File: src/shared/csap_params.svh
// Constants for the codec serial audio port
// What this block does
// - Full-duplex synchronous serial link to an external codec.
// - Transmit and receive paths run with independent timing in asynchronous mode.
// - Each direction has shift clock, frame sync and data lines.
// - Separate clocks and syncs per direction give asynchronous mode.
// - Synchronous mode times both directions from one clock and sync.
// - Word length selectable as 8 or 16 bits, agreed by both partners.
// - Frames hold one to four word slots.
// - Normal mode moves exactly one word per frame.
// - Network mode moves several words per frame, one per slot.
// - Frame sync marks each frame start; slot counting restarts there.
// - Transfer requests: channel 2 for receive data, channel 3 for transmit.
`ifndef CSAP_PARAMS_SVH
`define CSAP_PARAMS_SVH
`define CSAP_REG_CTRL 4'h0
`define CSAP_REG_STAT 4'h4
`define CSAP_REG_RXD 4'h8
`define CSAP_REG_TXD 4'hC
`define CSAP_CTRL_EN 0
`define CSAP_CTRL_SYNC 1
`define CSAP_CTRL_W16 2
`define CSAP_CTRL_NET 3
`define CSAP_CTRL_SLOTS_LO 4
`define CSAP_CTRL_RESET 8'h00
`define CSAP_MAX_SLOTS 4
`define CSAP_FIFO_DEPTH 4
`define CSAP_DMA_RX_CH 2
`define CSAP_DMA_TX_CH 3
`endif

File: src/shared/csap_pkg.sv
// Types for the codec serial audio port
`default_nettype none
package csap_pkg;
  typedef struct packed {
    logic [15:0] sh;
    logic [4:0] bits;
    logic [2:0] slot;
    logic act;
    logic [15:0] word;
    logic done;
  } csap_lane_t;
endpackage
`default_nettype wire

File: src/hw/csap_fifo.sv
// Small valid/ready FIFO in flip-flops
`timescale 1ns/1ns
`default_nettype none
module csap_fifo #(
  parameter int WIDTH = 16,
  parameter int DEPTH = 4
) (
  input wire logic sys_clk_i,
  input wire logic nrst_i,
  input wire logic flush_i,
  input wire logic [WIDTH-1:0] in_data_i,
  input wire logic in_valid_i,
  output logic in_ready_o,
  output logic [WIDTH-1:0] out_data_o,
  output logic out_valid_o,
  input wire logic out_ready_i
);
  localparam int AW = $clog2(DEPTH);
  typedef struct packed {
    logic [DEPTH-1:0][WIDTH-1:0] mem;
    logic [AW-1:0] rd;
    logic [AW-1:0] wr;
    logic [AW:0] cnt;
  } csap_fifo_st_t;
  csap_fifo_st_t s_q, s_d;
  logic push, pop;
  assign in_ready_o = (s_q.cnt != (AW+1)'(DEPTH));
  assign out_valid_o = (s_q.cnt != '0);
  assign out_data_o = s_q.mem[s_q.rd];
  assign push = in_valid_i && in_ready_o;
  assign pop = out_valid_o && out_ready_i;
  always_comb begin
    s_d = s_q;
    if (push) begin
      s_d.mem[s_q.wr] = in_data_i;
      s_d.wr = s_q.wr + 1'b1;
    end
    if (pop) begin
      s_d.rd = s_q.rd + 1'b1;
    end
    s_d.cnt = s_q.cnt + (AW+1)'(push) - (AW+1)'(pop);
    if (flush_i) begin
      s_d.rd = '0;
      s_d.wr = '0;
      s_d.cnt = '0;
    end
  end
  always_ff @(posedge sys_clk_i) begin
    if (!nrst_i) begin
      s_q <= '0;
    end else begin
      s_q <= s_d;
    end
  end
endmodule
`default_nettype wire

File: src/hw/csap_lane.sv
// One serial direction: slot counting and shifting on sampled link edges
`timescale 1ns/1ns
`default_nettype none
`include "csap_params.svh"
module csap_lane (
  input wire logic sys_clk_i,
  input wire logic nrst_i,
  input wire logic en_i,
  input wire logic w16_i,
  input wire logic net_i,
  input wire logic [2:0] slots_i,
  input wire logic is_tx_i,
  input wire logic sclk_rise_i,
  input wire logic sclk_fall_i,
  input wire logic fs_i,
  input wire logic sd_i,
  input wire logic [15:0] tx_word_i,
  input wire logic tx_have_i,
  output logic tx_take_o,
  output logic sd_o,
  output logic [15:0] rx_word_o,
  output logic rx_done_o
);
  csap_pkg::csap_lane_t s_q, s_d;
  logic [4:0] wlen;
  logic [2:0] nslots;
  logic last_bit;
  logic mid_take;
  assign wlen = w16_i ? 5'h10 : 5'h08;
  assign nslots = net_i ? slots_i : 3'h1;
  assign last_bit = (s_q.bits == wlen - 5'h01);
  assign sd_o = s_q.sh[15];
  assign rx_word_o = s_q.word;
  assign rx_done_o = s_q.done;
  // Later network slots pop their own word at slot start, else every slot repeats the head
  assign mid_take = is_tx_i && en_i && s_q.act && sclk_rise_i && !fs_i && s_q.bits == 5'h00 &&
    s_q.slot != 3'h0 && tx_have_i;
  assign tx_take_o = (is_tx_i && en_i && sclk_rise_i && fs_i && tx_have_i) || mid_take;
  always_comb begin
    s_d = s_q;
    s_d.done = 1'b0;
    if (!en_i) begin
      s_d.act = 1'b0;
      s_d.slot = 3'h0;
    end else if (sclk_rise_i && fs_i) begin
      // Sync restarts the frame at slot zero
      s_d.act = 1'b1;
      s_d.slot = 3'h0;
      s_d.bits = 5'h00;
      if (is_tx_i) begin
        s_d.sh = tx_have_i ? (w16_i ? tx_word_i : {tx_word_i[7:0], 8'h00}) : 16'h0000;
      end
    end else if (s_q.act) begin
      if (is_tx_i && sclk_rise_i && s_q.bits == 5'h00 && s_q.slot != 3'h0) begin
        // Next network slot word loaded at slot start
        s_d.sh = tx_have_i ? (w16_i ? tx_word_i : {tx_word_i[7:0], 8'h00}) : 16'h0000;
      end
      if (is_tx_i ? sclk_fall_i : sclk_rise_i) begin
        if (!is_tx_i) begin
          s_d.sh = {s_q.sh[14:0], sd_i};
        end else if (!(s_q.bits == 5'h00 && sclk_rise_i)) begin
          s_d.sh = {s_q.sh[14:0], 1'b0};
        end
        if (last_bit) begin
          s_d.bits = 5'h00;
          if (!is_tx_i) begin
            s_d.word = w16_i ? {s_q.sh[14:0], sd_i} : {8'h00, s_q.sh[6:0], sd_i};
            s_d.done = 1'b1;
          end
          s_d.slot = s_q.slot + 3'h1;
          if (s_q.slot + 3'h1 >= nslots) begin
            s_d.act = 1'b0;
          end
        end else begin
          s_d.bits = s_q.bits + 5'h01;
        end
      end
    end
  end
  always_ff @(posedge sys_clk_i) begin
    if (!nrst_i) begin
      s_q <= '0;
    end else begin
      s_q <= s_d;
    end
  end
endmodule
`default_nettype wire

File: src/hw/csap_top.sv
// Codec serial audio port: register port, pin sampling, two lanes and FIFOs
//
// The plain strobed port and the register offsets were chosen for this implementation.
`timescale 1ns/1ns
`default_nettype none
`include "csap_params.svh"
module csap_top (
  input wire logic sys_clk_i,
  input wire logic nrst_i,
  input wire logic [3:0] reg_addr_i,
  input wire logic [15:0] reg_wdata_i,
  input wire logic reg_wr_i,
  input wire logic reg_rd_i,
  output logic [15:0] reg_rdata_o,
  input wire logic rx_sclk_i,
  input wire logic rx_fs_i,
  input wire logic rx_sd_i,
  input wire logic tx_sclk_i,
  input wire logic tx_fs_i,
  output logic tx_sd_o,
  output logic dma_rx_req_o,
  output logic dma_tx_req_o
);
  typedef struct packed {
    logic [7:0] ctrl;
    logic [15:0] rdata;
    logic [1:0] rsc, rfs, rsd, tsc, tfs;
    logic rsc_l, tsc_l;
    logic ovr;
    logic tx_sd;
  } csap_top_st_t;
  csap_top_st_t s_q, s_d;
  logic en, sync, w16, net;
  logic [2:0] slots;
  logic r_rise, t_rise, t_fall, r_fs, t_fs, r_sd;
  logic [15:0] rx_word, fifo_rx_data, fifo_tx_data;
  logic rx_done, rx_in_ready, rx_out_valid, rx_pop;
  logic tx_in_ready, tx_out_valid, tx_take, tx_push, lane_sd;
  assign en = s_q.ctrl[`CSAP_CTRL_EN];
  assign sync = s_q.ctrl[`CSAP_CTRL_SYNC];
  assign w16 = s_q.ctrl[`CSAP_CTRL_W16];
  assign net = s_q.ctrl[`CSAP_CTRL_NET];
  // Zero slot count reads as the full four-slot frame
  assign slots = (s_q.ctrl[`CSAP_CTRL_SLOTS_LO+:2] == 2'h0) ? 3'h4 : {1'b0, s_q.ctrl[`CSAP_CTRL_SLOTS_LO+:2]};
  // Sampled edges; synchronous mode uses the receive pair for both
  assign r_rise = s_q.rsc[1] && !s_q.rsc_l;
  assign t_rise = sync ? r_rise : (s_q.tsc[1] && !s_q.tsc_l);
  assign t_fall = sync ? (!s_q.rsc[1] && s_q.rsc_l) : (!s_q.tsc[1] && s_q.tsc_l);
  assign r_fs = s_q.rfs[1];
  assign t_fs = sync ? s_q.rfs[1] : s_q.tfs[1];
  assign r_sd = s_q.rsd[1];
  assign rx_pop = reg_rd_i && reg_addr_i == `CSAP_REG_RXD;
  assign tx_push = reg_wr_i && reg_addr_i == `CSAP_REG_TXD;
  assign reg_rdata_o = s_q.rdata;
  assign tx_sd_o = s_q.tx_sd;
  // Memory transfer requests on channels 2 and 3
  assign dma_rx_req_o = en && rx_out_valid;
  assign dma_tx_req_o = en && tx_in_ready;
  always_comb begin
    s_d = s_q;
    // Two-flop sampling of every link pin
    s_d.rsc = {s_q.rsc[0], rx_sclk_i};
    s_d.rfs = {s_q.rfs[0], rx_fs_i};
    s_d.rsd = {s_q.rsd[0], rx_sd_i};
    s_d.tsc = {s_q.tsc[0], tx_sclk_i};
    s_d.tfs = {s_q.tfs[0], tx_fs_i};
    s_d.rsc_l = s_q.rsc[1];
    s_d.tsc_l = s_q.tsc[1];
    s_d.tx_sd = en && lane_sd;
    if (reg_wr_i && reg_addr_i == `CSAP_REG_CTRL) begin
      s_d.ctrl = reg_wdata_i[7:0];
    end
    // Overrun set wins over a status write clear
    if (reg_wr_i && reg_addr_i == `CSAP_REG_STAT && reg_wdata_i[0]) begin
      s_d.ovr = 1'b0;
    end
    if (rx_done && !rx_in_ready) begin
      s_d.ovr = 1'b1;
    end
    s_d.rdata = 16'h0000;
    if (reg_rd_i) begin
      case (reg_addr_i)
        `CSAP_REG_CTRL: s_d.rdata = {8'h00, s_q.ctrl};
        `CSAP_REG_STAT: s_d.rdata = {12'h000, tx_in_ready, rx_out_valid, en, s_q.ovr};
        `CSAP_REG_RXD: s_d.rdata = rx_out_valid ? fifo_rx_data : 16'h0000;
        default: s_d.rdata = 16'h0000;
      endcase
    end
  end
  always_ff @(posedge sys_clk_i) begin
    if (!nrst_i) begin
      s_q <= '0;
    end else begin
      s_q <= s_d;
    end
  end
  // Full-duplex: separate receive and transmit lanes
  csap_lane u_rx (
    .sys_clk_i(sys_clk_i),
    .nrst_i(nrst_i),
    .en_i(en),
    .w16_i(w16),
    .net_i(net),
    .slots_i(slots),
    .is_tx_i(1'b0),
    .sclk_rise_i(r_rise),
    .sclk_fall_i(1'b0),
    .fs_i(r_fs),
    .sd_i(r_sd),
    .tx_word_i(16'h0000),
    .tx_have_i(1'b0),
    .tx_take_o(),
    .sd_o(),
    .rx_word_o(rx_word),
    .rx_done_o(rx_done)
  );
  csap_lane u_tx (
    .sys_clk_i(sys_clk_i),
    .nrst_i(nrst_i),
    .en_i(en),
    .w16_i(w16),
    .net_i(net),
    .slots_i(slots),
    .is_tx_i(1'b1),
    .sclk_rise_i(t_rise),
    .sclk_fall_i(t_fall),
    .fs_i(t_fs),
    .sd_i(1'b0),
    .tx_word_i(fifo_tx_data),
    .tx_have_i(tx_out_valid),
    .tx_take_o(tx_take),
    .sd_o(lane_sd),
    .rx_word_o(),
    .rx_done_o()
  );
  // A full receive FIFO drops the word and flags overrun
  csap_fifo #(.WIDTH(16), .DEPTH(`CSAP_FIFO_DEPTH)) u_rxf (
    .sys_clk_i(sys_clk_i),
    .nrst_i(nrst_i),
    .flush_i(!en),
    .in_data_i(rx_word),
    .in_valid_i(rx_done),
    .in_ready_o(rx_in_ready),
    .out_data_o(fifo_rx_data),
    .out_valid_o(rx_out_valid),
    .out_ready_i(rx_pop)
  );
  // Empty transmit FIFO sends zeros; software stalls on tx ready
  csap_fifo #(.WIDTH(16), .DEPTH(`CSAP_FIFO_DEPTH)) u_txf (
    .sys_clk_i(sys_clk_i),
    .nrst_i(nrst_i),
    .flush_i(!en),
    .in_data_i(reg_wdata_i),
    .in_valid_i(tx_push),
    .in_ready_o(tx_in_ready),
    .out_data_o(fifo_tx_data),
    .out_valid_o(tx_out_valid),
    .out_ready_i(tx_take)
  );
endmodule
`default_nettype wire

File: config.mk
export PLATFORM = sky130hd
export DESIGN_NAME = csap_top
export DESIGN_NICKNAME = d
export VERILOG_FILES = /design/src/shared/csap_pkg.sv /design/src/hw/csap_fifo.sv /design/src/hw/csap_lane.sv /design/src/hw/csap_top.sv
export VERILOG_INCLUDE_DIRS = /design/src /design/src/shared
export SDC_FILE = /design/constraint.sdc
export NUM_CORES = 1
export LEC_CHECK = 0
export ABC_AREA = 1
export BUFFER_PORTS_ARGS = -buffer_cell sky130_fd_sc_hd__buf_2
export CORE_UTILIZATION = 66
export CTS_BUF_LIST = sky130_fd_sc_hd__clkbuf_16
export CTS_CLUSTER_DIAMETER = 30
export DETAILED_ROUTE_END_ITERATION = 10
export PLACE_DENSITY = 0.85
export SLEW_MARGIN = 30
export SYNTH_ARGS = -nofsm -noshare
export SYNTH_HDL_FRONTEND = slang
export SYNTH_SLANG_ARGS = --single-unit
File: constraint.sdc
create_clock -name sys_clk_i -period 6.15 [get_ports sys_clk_i]
set_input_delay 0.615 -clock sys_clk_i [delete_from_list [all_inputs] [get_ports sys_clk_i]]
set_output_delay 0.615 -clock sys_clk_i [all_outputs]
set_load 0.01 [all_outputs]
=== Yosys cells after proc, flatten, opt, wreduce, memory -nomap -nowiden ===
Cells that the tools add are included.

* Flip-flop bits (word level): 246
* Bits of input ports: 29
* Output and inout port bits: 19

* Add/subtract/negate cells: 13
* Order comparisons: 8
* Equality and inequality tests: 7
* Muxes and demuxes: 37
* Bitwise gates (word level): 5
* Reduce and logical (&&, ||, !) cells: 62

{| class="wikitable"
|+ Operators with widths
! cell !! number
|-
| $mux 16 || 10
|-
| $bwmux 64 || 2
|-
| $mux 42 || 2
|-
| $bmux 16 s2 || 2
|-
| $demux 16 s2 || 2
|-
| $mux 26 || 2
|-
| $pmux 16 s3 || 1
|-
| $mux 21 || 2
|-
| $logic_and 1x1->1 || 32
|-
| $mux 25 || 1
|-
| $mux 5 || 3
|-
| $lt 2x3->1 const B || 4
|-
| $reduce_and 3->1 || 4
|-
| $add 5x1->5 const B || 2
|-
| $eq 5x5->1 || 2
|-
| $reduce_bool 2->1 || 5
|-
| $mux 9 || 1
|-
| $reduce_bool 3->1 || 3
|-
| $add 2x1->2 const B || 4
|-
| $eq 4x4->1 const B || 2
|-
| $mux 1 || 7
|-
| $add 3x1->3 || 2
|-
| $add 3x1->3 const B || 2
|-
| $ge 3x3->1 || 2
|-
| other kinds (17) || 33
|}

=== Logic depth before layout (Yosys ltp) ===
* Word-level depth: 11
* Depth in mapped cells: 15

=== Hierarchy ===
From an unflattened synthesis, not the netlist that was laid out.

* Cell total of the unflattened synthesis: 2382
* Area total of the unflattened synthesis: 15479.8 µm²

{| class="wikitable"
|+ Modules (own cells, without submodules)
! module !! instances !! cells an instance !! area an instance (µm²)
|-
| csap_lane || 2 || 432 || 2839.0
|-
| csap_fifo (u_rxf) || 1 || 647 || 4093.9
|-
| csap_fifo (u_txf) || 1 || 650 || 4045.1
|-
| csap_top || 1 || 221 || 1662.8
|}

=== Worst setup path before layout ===
No wires, ideal clock.

* Path kind: in2reg
* Start: input reg_addr_i[1]
* End: register u_rxf.s_q[2] (netlist name)
* Arrival: 2.512 ns
* Required time: 6.080 ns
* Slack: 3.567 ns
* Cell stages on the path: 10
* Buffers on the path: 0
* Cell sequence: nor2_2 -> nand3_1 -> nor3b_1 -> ha_1 -> inv_1 -> ha_1 -> inv_1 -> fa_1 -> or2_2 -> a21oi_1

* Cells in the longest elaborated chain, start to end: 4

{| class="wikitable"
|+ Ends and longest elaborated chain
! element !! RTL line !! text
|-
| start: declaration || csap_top.sv:10 || <nowiki>input wire logic [3:0] reg_addr_i,</nowiki>
|-
| $eq 4x4->1 || - ||
|-
| $logic_and 1x1->1 (no source line) || - ||
|-
| $logic_and 1x1->1 || csap_fifo.sv:31 || <nowiki>assign pop = out_valid_o && out_ready_i;</nowiki>
|-
| named net u_rxf.pop || csap_fifo.sv:26 || <nowiki>logic push, pop;</nowiki>
|-
| $sub 3x1->3 || csap_fifo.sv:41 || <nowiki>s_d.cnt = s_q.cnt + (AW+1)'(push) - (AW+1)'(pop);</nowiki>
|-
| end signal: assignment || csap_fifo.sv:50 || <nowiki>s_q <= '0;</nowiki>
|-
| end signal: assignment || csap_fifo.sv:52 || <nowiki>s_q <= s_d;</nowiki>
|-
| end: declaration || csap_fifo.sv:25 || <nowiki>csap_fifo_st_t s_q, s_d;</nowiki>
|}

The timed path passes the listed nets, and every way through them passes these cells.
A chain may end at the register's enable or synchronous reset.

=== Final worst setup path ===
* Start: register s_q[31] (netlist name)
* End: register u_txf.s_q[2] (netlist name)

* Cells in the longest elaborated chain, start to end: 9
* Elaborated cells between the ends (all ways): 14

{| class="wikitable"
|+ Ends and longest elaborated chain
! element !! RTL line !! text
|-
| start: declaration || csap_top.sv:32 || <nowiki>csap_top_st_t s_q, s_d;</nowiki>
|-
| start signal: assignment || csap_top.sv:92 || <nowiki>s_q <= '0;</nowiki>
|-
| start signal: assignment || csap_top.sv:94 || <nowiki>s_q <= s_d;</nowiki>
|-
| $mux 1 (on tied branches) || csap_top.sv:47, csap_top.sv:50 ||
|-
| $logic_and 1x1->1 / $logic_not 1->1 (equally long branches) || csap_lane.sv:36 || <nowiki>assign mid_take = is_tx_i && en_i && s_q.act && sclk_rise_i && !fs_i && s_q.bits == 5'h00 &&</nowiki>
|-
| $logic_and 1x1->1 (3 in a row) || csap_lane.sv:36 ||
|-
| $logic_and 1x1->1 || csap_lane.sv:37 || <nowiki>s_q.slot != 3'h0 && tx_have_i;</nowiki>
|-
| $logic_or 1x1->1 (*) || csap_lane.sv:38 || <nowiki>assign tx_take_o = (is_tx_i && en_i && sclk_rise_i && fs_i && tx_have_i) || mid_take;</nowiki>
|-
| $logic_and 1x1->1 (*) || csap_fifo.sv:31 ||
|-
| named net u_txf.pop || csap_fifo.sv:26 ||
|-
| $sub 3x1->3 (*) || csap_fifo.sv:41 ||
|-
| end signal: assignment || csap_fifo.sv:50 ||
|-
| end signal: assignment || csap_fifo.sv:52 ||
|-
| end: declaration || csap_fifo.sv:25 ||
|}

Mark *: on every way through the listed nets, which the timed path passes. The rest lies on a longest branch.

==> impl_metrics.env <==
export IMPL_cpPeakStageDelay_ns=0.49
export IMPL_numPortBuffers=47
export IMPL_cts_buffers=45
export IMPL_row_count=47
export IMPL_cts_sinks=246
export IMPL_crit_fanout=16
export IMPL_skew_ns=0.0363
export IMPL_hold_ws_ns=0.270
export IMPL_gp_congestion=0.889
export IMPL_cp_end_kind="flop"
export IMPL_crit_arrival_ns=3.46
export IMPL_syn_avg_cell_area_sq_um=7.33
export IMPL_cp_cell_sequence="nand3_2, a21oi_4, nand2_2, nand2_1, nand2_1, inv_1, ha_1, inv_1, ha_1, inv_1, fa_1, or2_2, a21oi_1"
export IMPL_gr_total_overflow=0
export IMPL_worst_slew_pin_slew_ns=0.979
export IMPL_required_ns=6.60
export IMPL_synth_top_flop_cell="dfxtp_1"
export IMPL_drtIter0Drc=1177
export IMPL_async_flop_share_pct=0
export IMPL_io_pins=48
export IMPL_fin_crit_sh_pct=48.9
export IMPL_p_switching_mw=0.871
export IMPL_area_growth_pct=13.0
export IMPL_seq_power_share_pct=38.7
export IMPL_layout_min_cycle_time_ns=3.01
export IMPL_r2r_end="u_txf.s_q[2]"
export IMPL_cp_top_family="simple AND/OR/NAND/NOR gates"
export IMPL_endpoint="u_txf.s_q[2]"
export IMPL_ys_top_cells_by_area="dfxtp_1 44%, a21oi_1 12%, nand2_1 11%, nand3_1 9.1%, o21ai_0 4.6%"
export IMPL_htree_levels=2
export IMPL_cp_common_cell="inv_1"
export IMPL_maxCapViolCount=0
export IMPL_clk_path_buf_depth=3
export IMPL_drt_total_wl_um=29400
export IMPL_crit_path_start_kind="flop"
export IMPL_tritoncts="yes"
export IMPL_syn_nets=1588
export IMPL_clk_pin_slew_ns=0.05
export IMPL_layout_drive_gt1_share_pct=9.69
export IMPL_vias=10600
export IMPL_r2r_start="s_q[31]"
export IMPL_ys_ff_latch=246
export IMPL_grt_max_degree=82
export IMPL_hold_violations=0
export IMPL_antenna_found_initial=0
export IMPL_hpwl_um=17300
export IMPL_multi_input_area_sq_mm=0.00525
export IMPL_path_depth=13
export IMPL_rrSetupSlack_ns=3.14
export IMPL_p_comb_share_pct=1.8
export IMPL_grt_pass1_wl_um=47600
export IMPL_power_leakage_nw=4.81
export IMPL_fin_util_pct=76.5
export IMPL_drt_pass1_iter_count=5
export IMPL_cts_resized=0
export IMPL_powerDensity_mw_per_mm2=327
export IMPL_switching_share_pct=21.0
export IMPL_critPathBufInv=3
export IMPL_startpoint="s_q[31]"
export IMPL_nets=1577
export IMPL_yosysUniqueCellTypes=44
export IMPL_diodes=0
export IMPL_viasPerCell=5.95
export IMPL_synth_cells=1533
export IMPL_drt_antenna_violating_nets=0
export IMPL_fmax_mhz=333
export IMPL_seq_area_sq_mm=0.00492
export IMPL_yosysTopAreaCell="dfxtp_1"
export IMPL_start_util_pct=67.7
export IMPL_remaining_drc_errors=0
export IMPL_crit_type="reg -> reg"
export IMPL_final_cell_mix="326 x nand2_1, 263 x a21oi_1, 246 x dfxtp_1"
export IMPL_hold_depth=3
export IMPL_clkPwrFrac_pct=59.5
export IMPL_ff2ff_path_depth=13
export IMPL_finalSetupViolCount=0
export IMPL_synth_edf_count=0
export IMPL_mostFrequentLayoutCell="nand2_1"
export IMPL_grt_usage_pct=33.5
export IMPL_avgRoutedWirePerCell_um=16.6
export IMPL_hold_buffers=0
export IMPL_grt_setup_unrepaired="no"
export IMPL_max_vdd_ir_drop_mv=0.265
export IMPL_dieArea_sq_mm=0.0175
export IMPL_yosysWarnings=0
export IMPL_cp_slowest_cell="dfxtp_1"
export IMPL_setup_tns_ns=0
export IMPL_clk_insertion_delay_late_ns=0.54
export IMPL_hold_path_class="in -> reg"
export IMPL_grt_pass1_vias=9598
export IMPL_fill_cells=1198
export IMPL_synth_area_sq_mm=0.0112
export IMPL_fp_dieH_um=132
export IMPL_die_x_um=132
export IMPL_core_sq_mm=0.0166
export IMPL_outcome="finished clean"
export IMPL_synth_top_area_share_pct=43.9
export IMPL_p_int_mw=3.28
export IMPL_maxSlewHeadroom_pct=34.6
export IMPL_clockRootBuffer="clkbuf_16"
export IMPL_slew_viol_final=0
export IMPL_post_cts_buffers=0
export IMPL_yosysSeqAreaShare_pct=43.9
## kinds of logic after synthesis
| kind of cell | Yosys count | synth area share [%] |
|---|---|---|
| xor+xnor | 9 | 0.702 |
| buf+inv | 226 | 9.37 |
| flops | 246 | 43.9 |
| simple gates | 638 | 25.2 |
| compound gates | 388 | 17.8 |
| fa+ha+maj | 26 | 3.03 |
## final cells by class
cell class / instances / share of cell area (%)
clock buffer: 45 / 8.88
clock inverter: 38 / 3.13
inverter: 116 / 3.46
multi-input combinational: 1061 / 41.4
sequential: 246 / 38.8
tap: 220 / 2.17
timing repair buffer: 52 / 2.15
## state kept, by name (all words and copies together), names as in the netlist, 7 cells and up
signal and cells:
u_rx.rx_word_o 16, u_txf.s_q 71, u_tx.s_q 24, u_rxf.s_q 71
s_d 7, reg_rdata_o 16, s_q 10, u_rx.s_q 24
## power groups by stage
stage                     registers [mW]  logic, mW  clock network (mW)
after floorplan                     1.64     0.0470                   0
after detailed placement            1.64     0.0739                   0
final                               1.61     0.0760                2.47
after CTS                           1.61     0.0744                2.47
after global placement              1.64     0.0728                   0
after global routing                1.61     0.0830                2.55
## layer usage
metal / vias to the layer above / global-route usage, % / share of wire [%]
met5: - / 0 / 0
met4: 0 / 14.9 / 2.8
met3: 77 / 6.59 / 9.6
met2: 534 / 50.8 / 45
met1: 4894 / 46.3 / 42
li1: 5077 / - / -
## per-stage QoR
| step | setup WS (ns) | cells | power [mW] | area (sq um) |
|---|---|---|---|---|
| floorplan | 3.57 | 1533 | 1.68 | 11200 |
| global placement | 3.14 | 1695 | 1.71 | 11200 |
| detailed placement | 3.06 | 1695 | 1.71 | 11200 |
| CTS | 3.19 | 1778 | 4.15 | 12700 |
| global route | 3.02 | 1778 | 4.24 | 12700 |
| finish | 3.14 | 1778 | 4.15 | 12700 |
## Yosys cell counts (6+ instances only)
cell type,count
a21oi_1,263
buf_2,29
buf_4,21
buf_6,11
clkbuf_1,44
dfxtp_1,246
ha_1,24
inv_1,110
nand2_1,326
nand3_1,204
nand3b_1,8
nor2_1,69
o21ai_0,103
xor2_1,6
## worst min path at each step
stage | slack (ns) | startpoint | end
3_3_place_gp | 0.39 | s_d[9] | r_sd
3_5_place_dp | 0.40 | s_d[9] | r_sd
5_1_grt | 0.29 | rx_fs_i | s_d[11]
2_1_floorplan | 0.39 | s_d[11] | r_fs
6_report | 0.27 | rx_sd_i | s_d[9]
4_1_cts | 0.26 | rx_sd_i | s_d[9]
## tightest hold or removal path: stages
cell,delay (ns)
buf_2,0.07
nand2_1,0.04
inv_1,0.04
No activity file was read; power rests on OpenSTA's default activity.
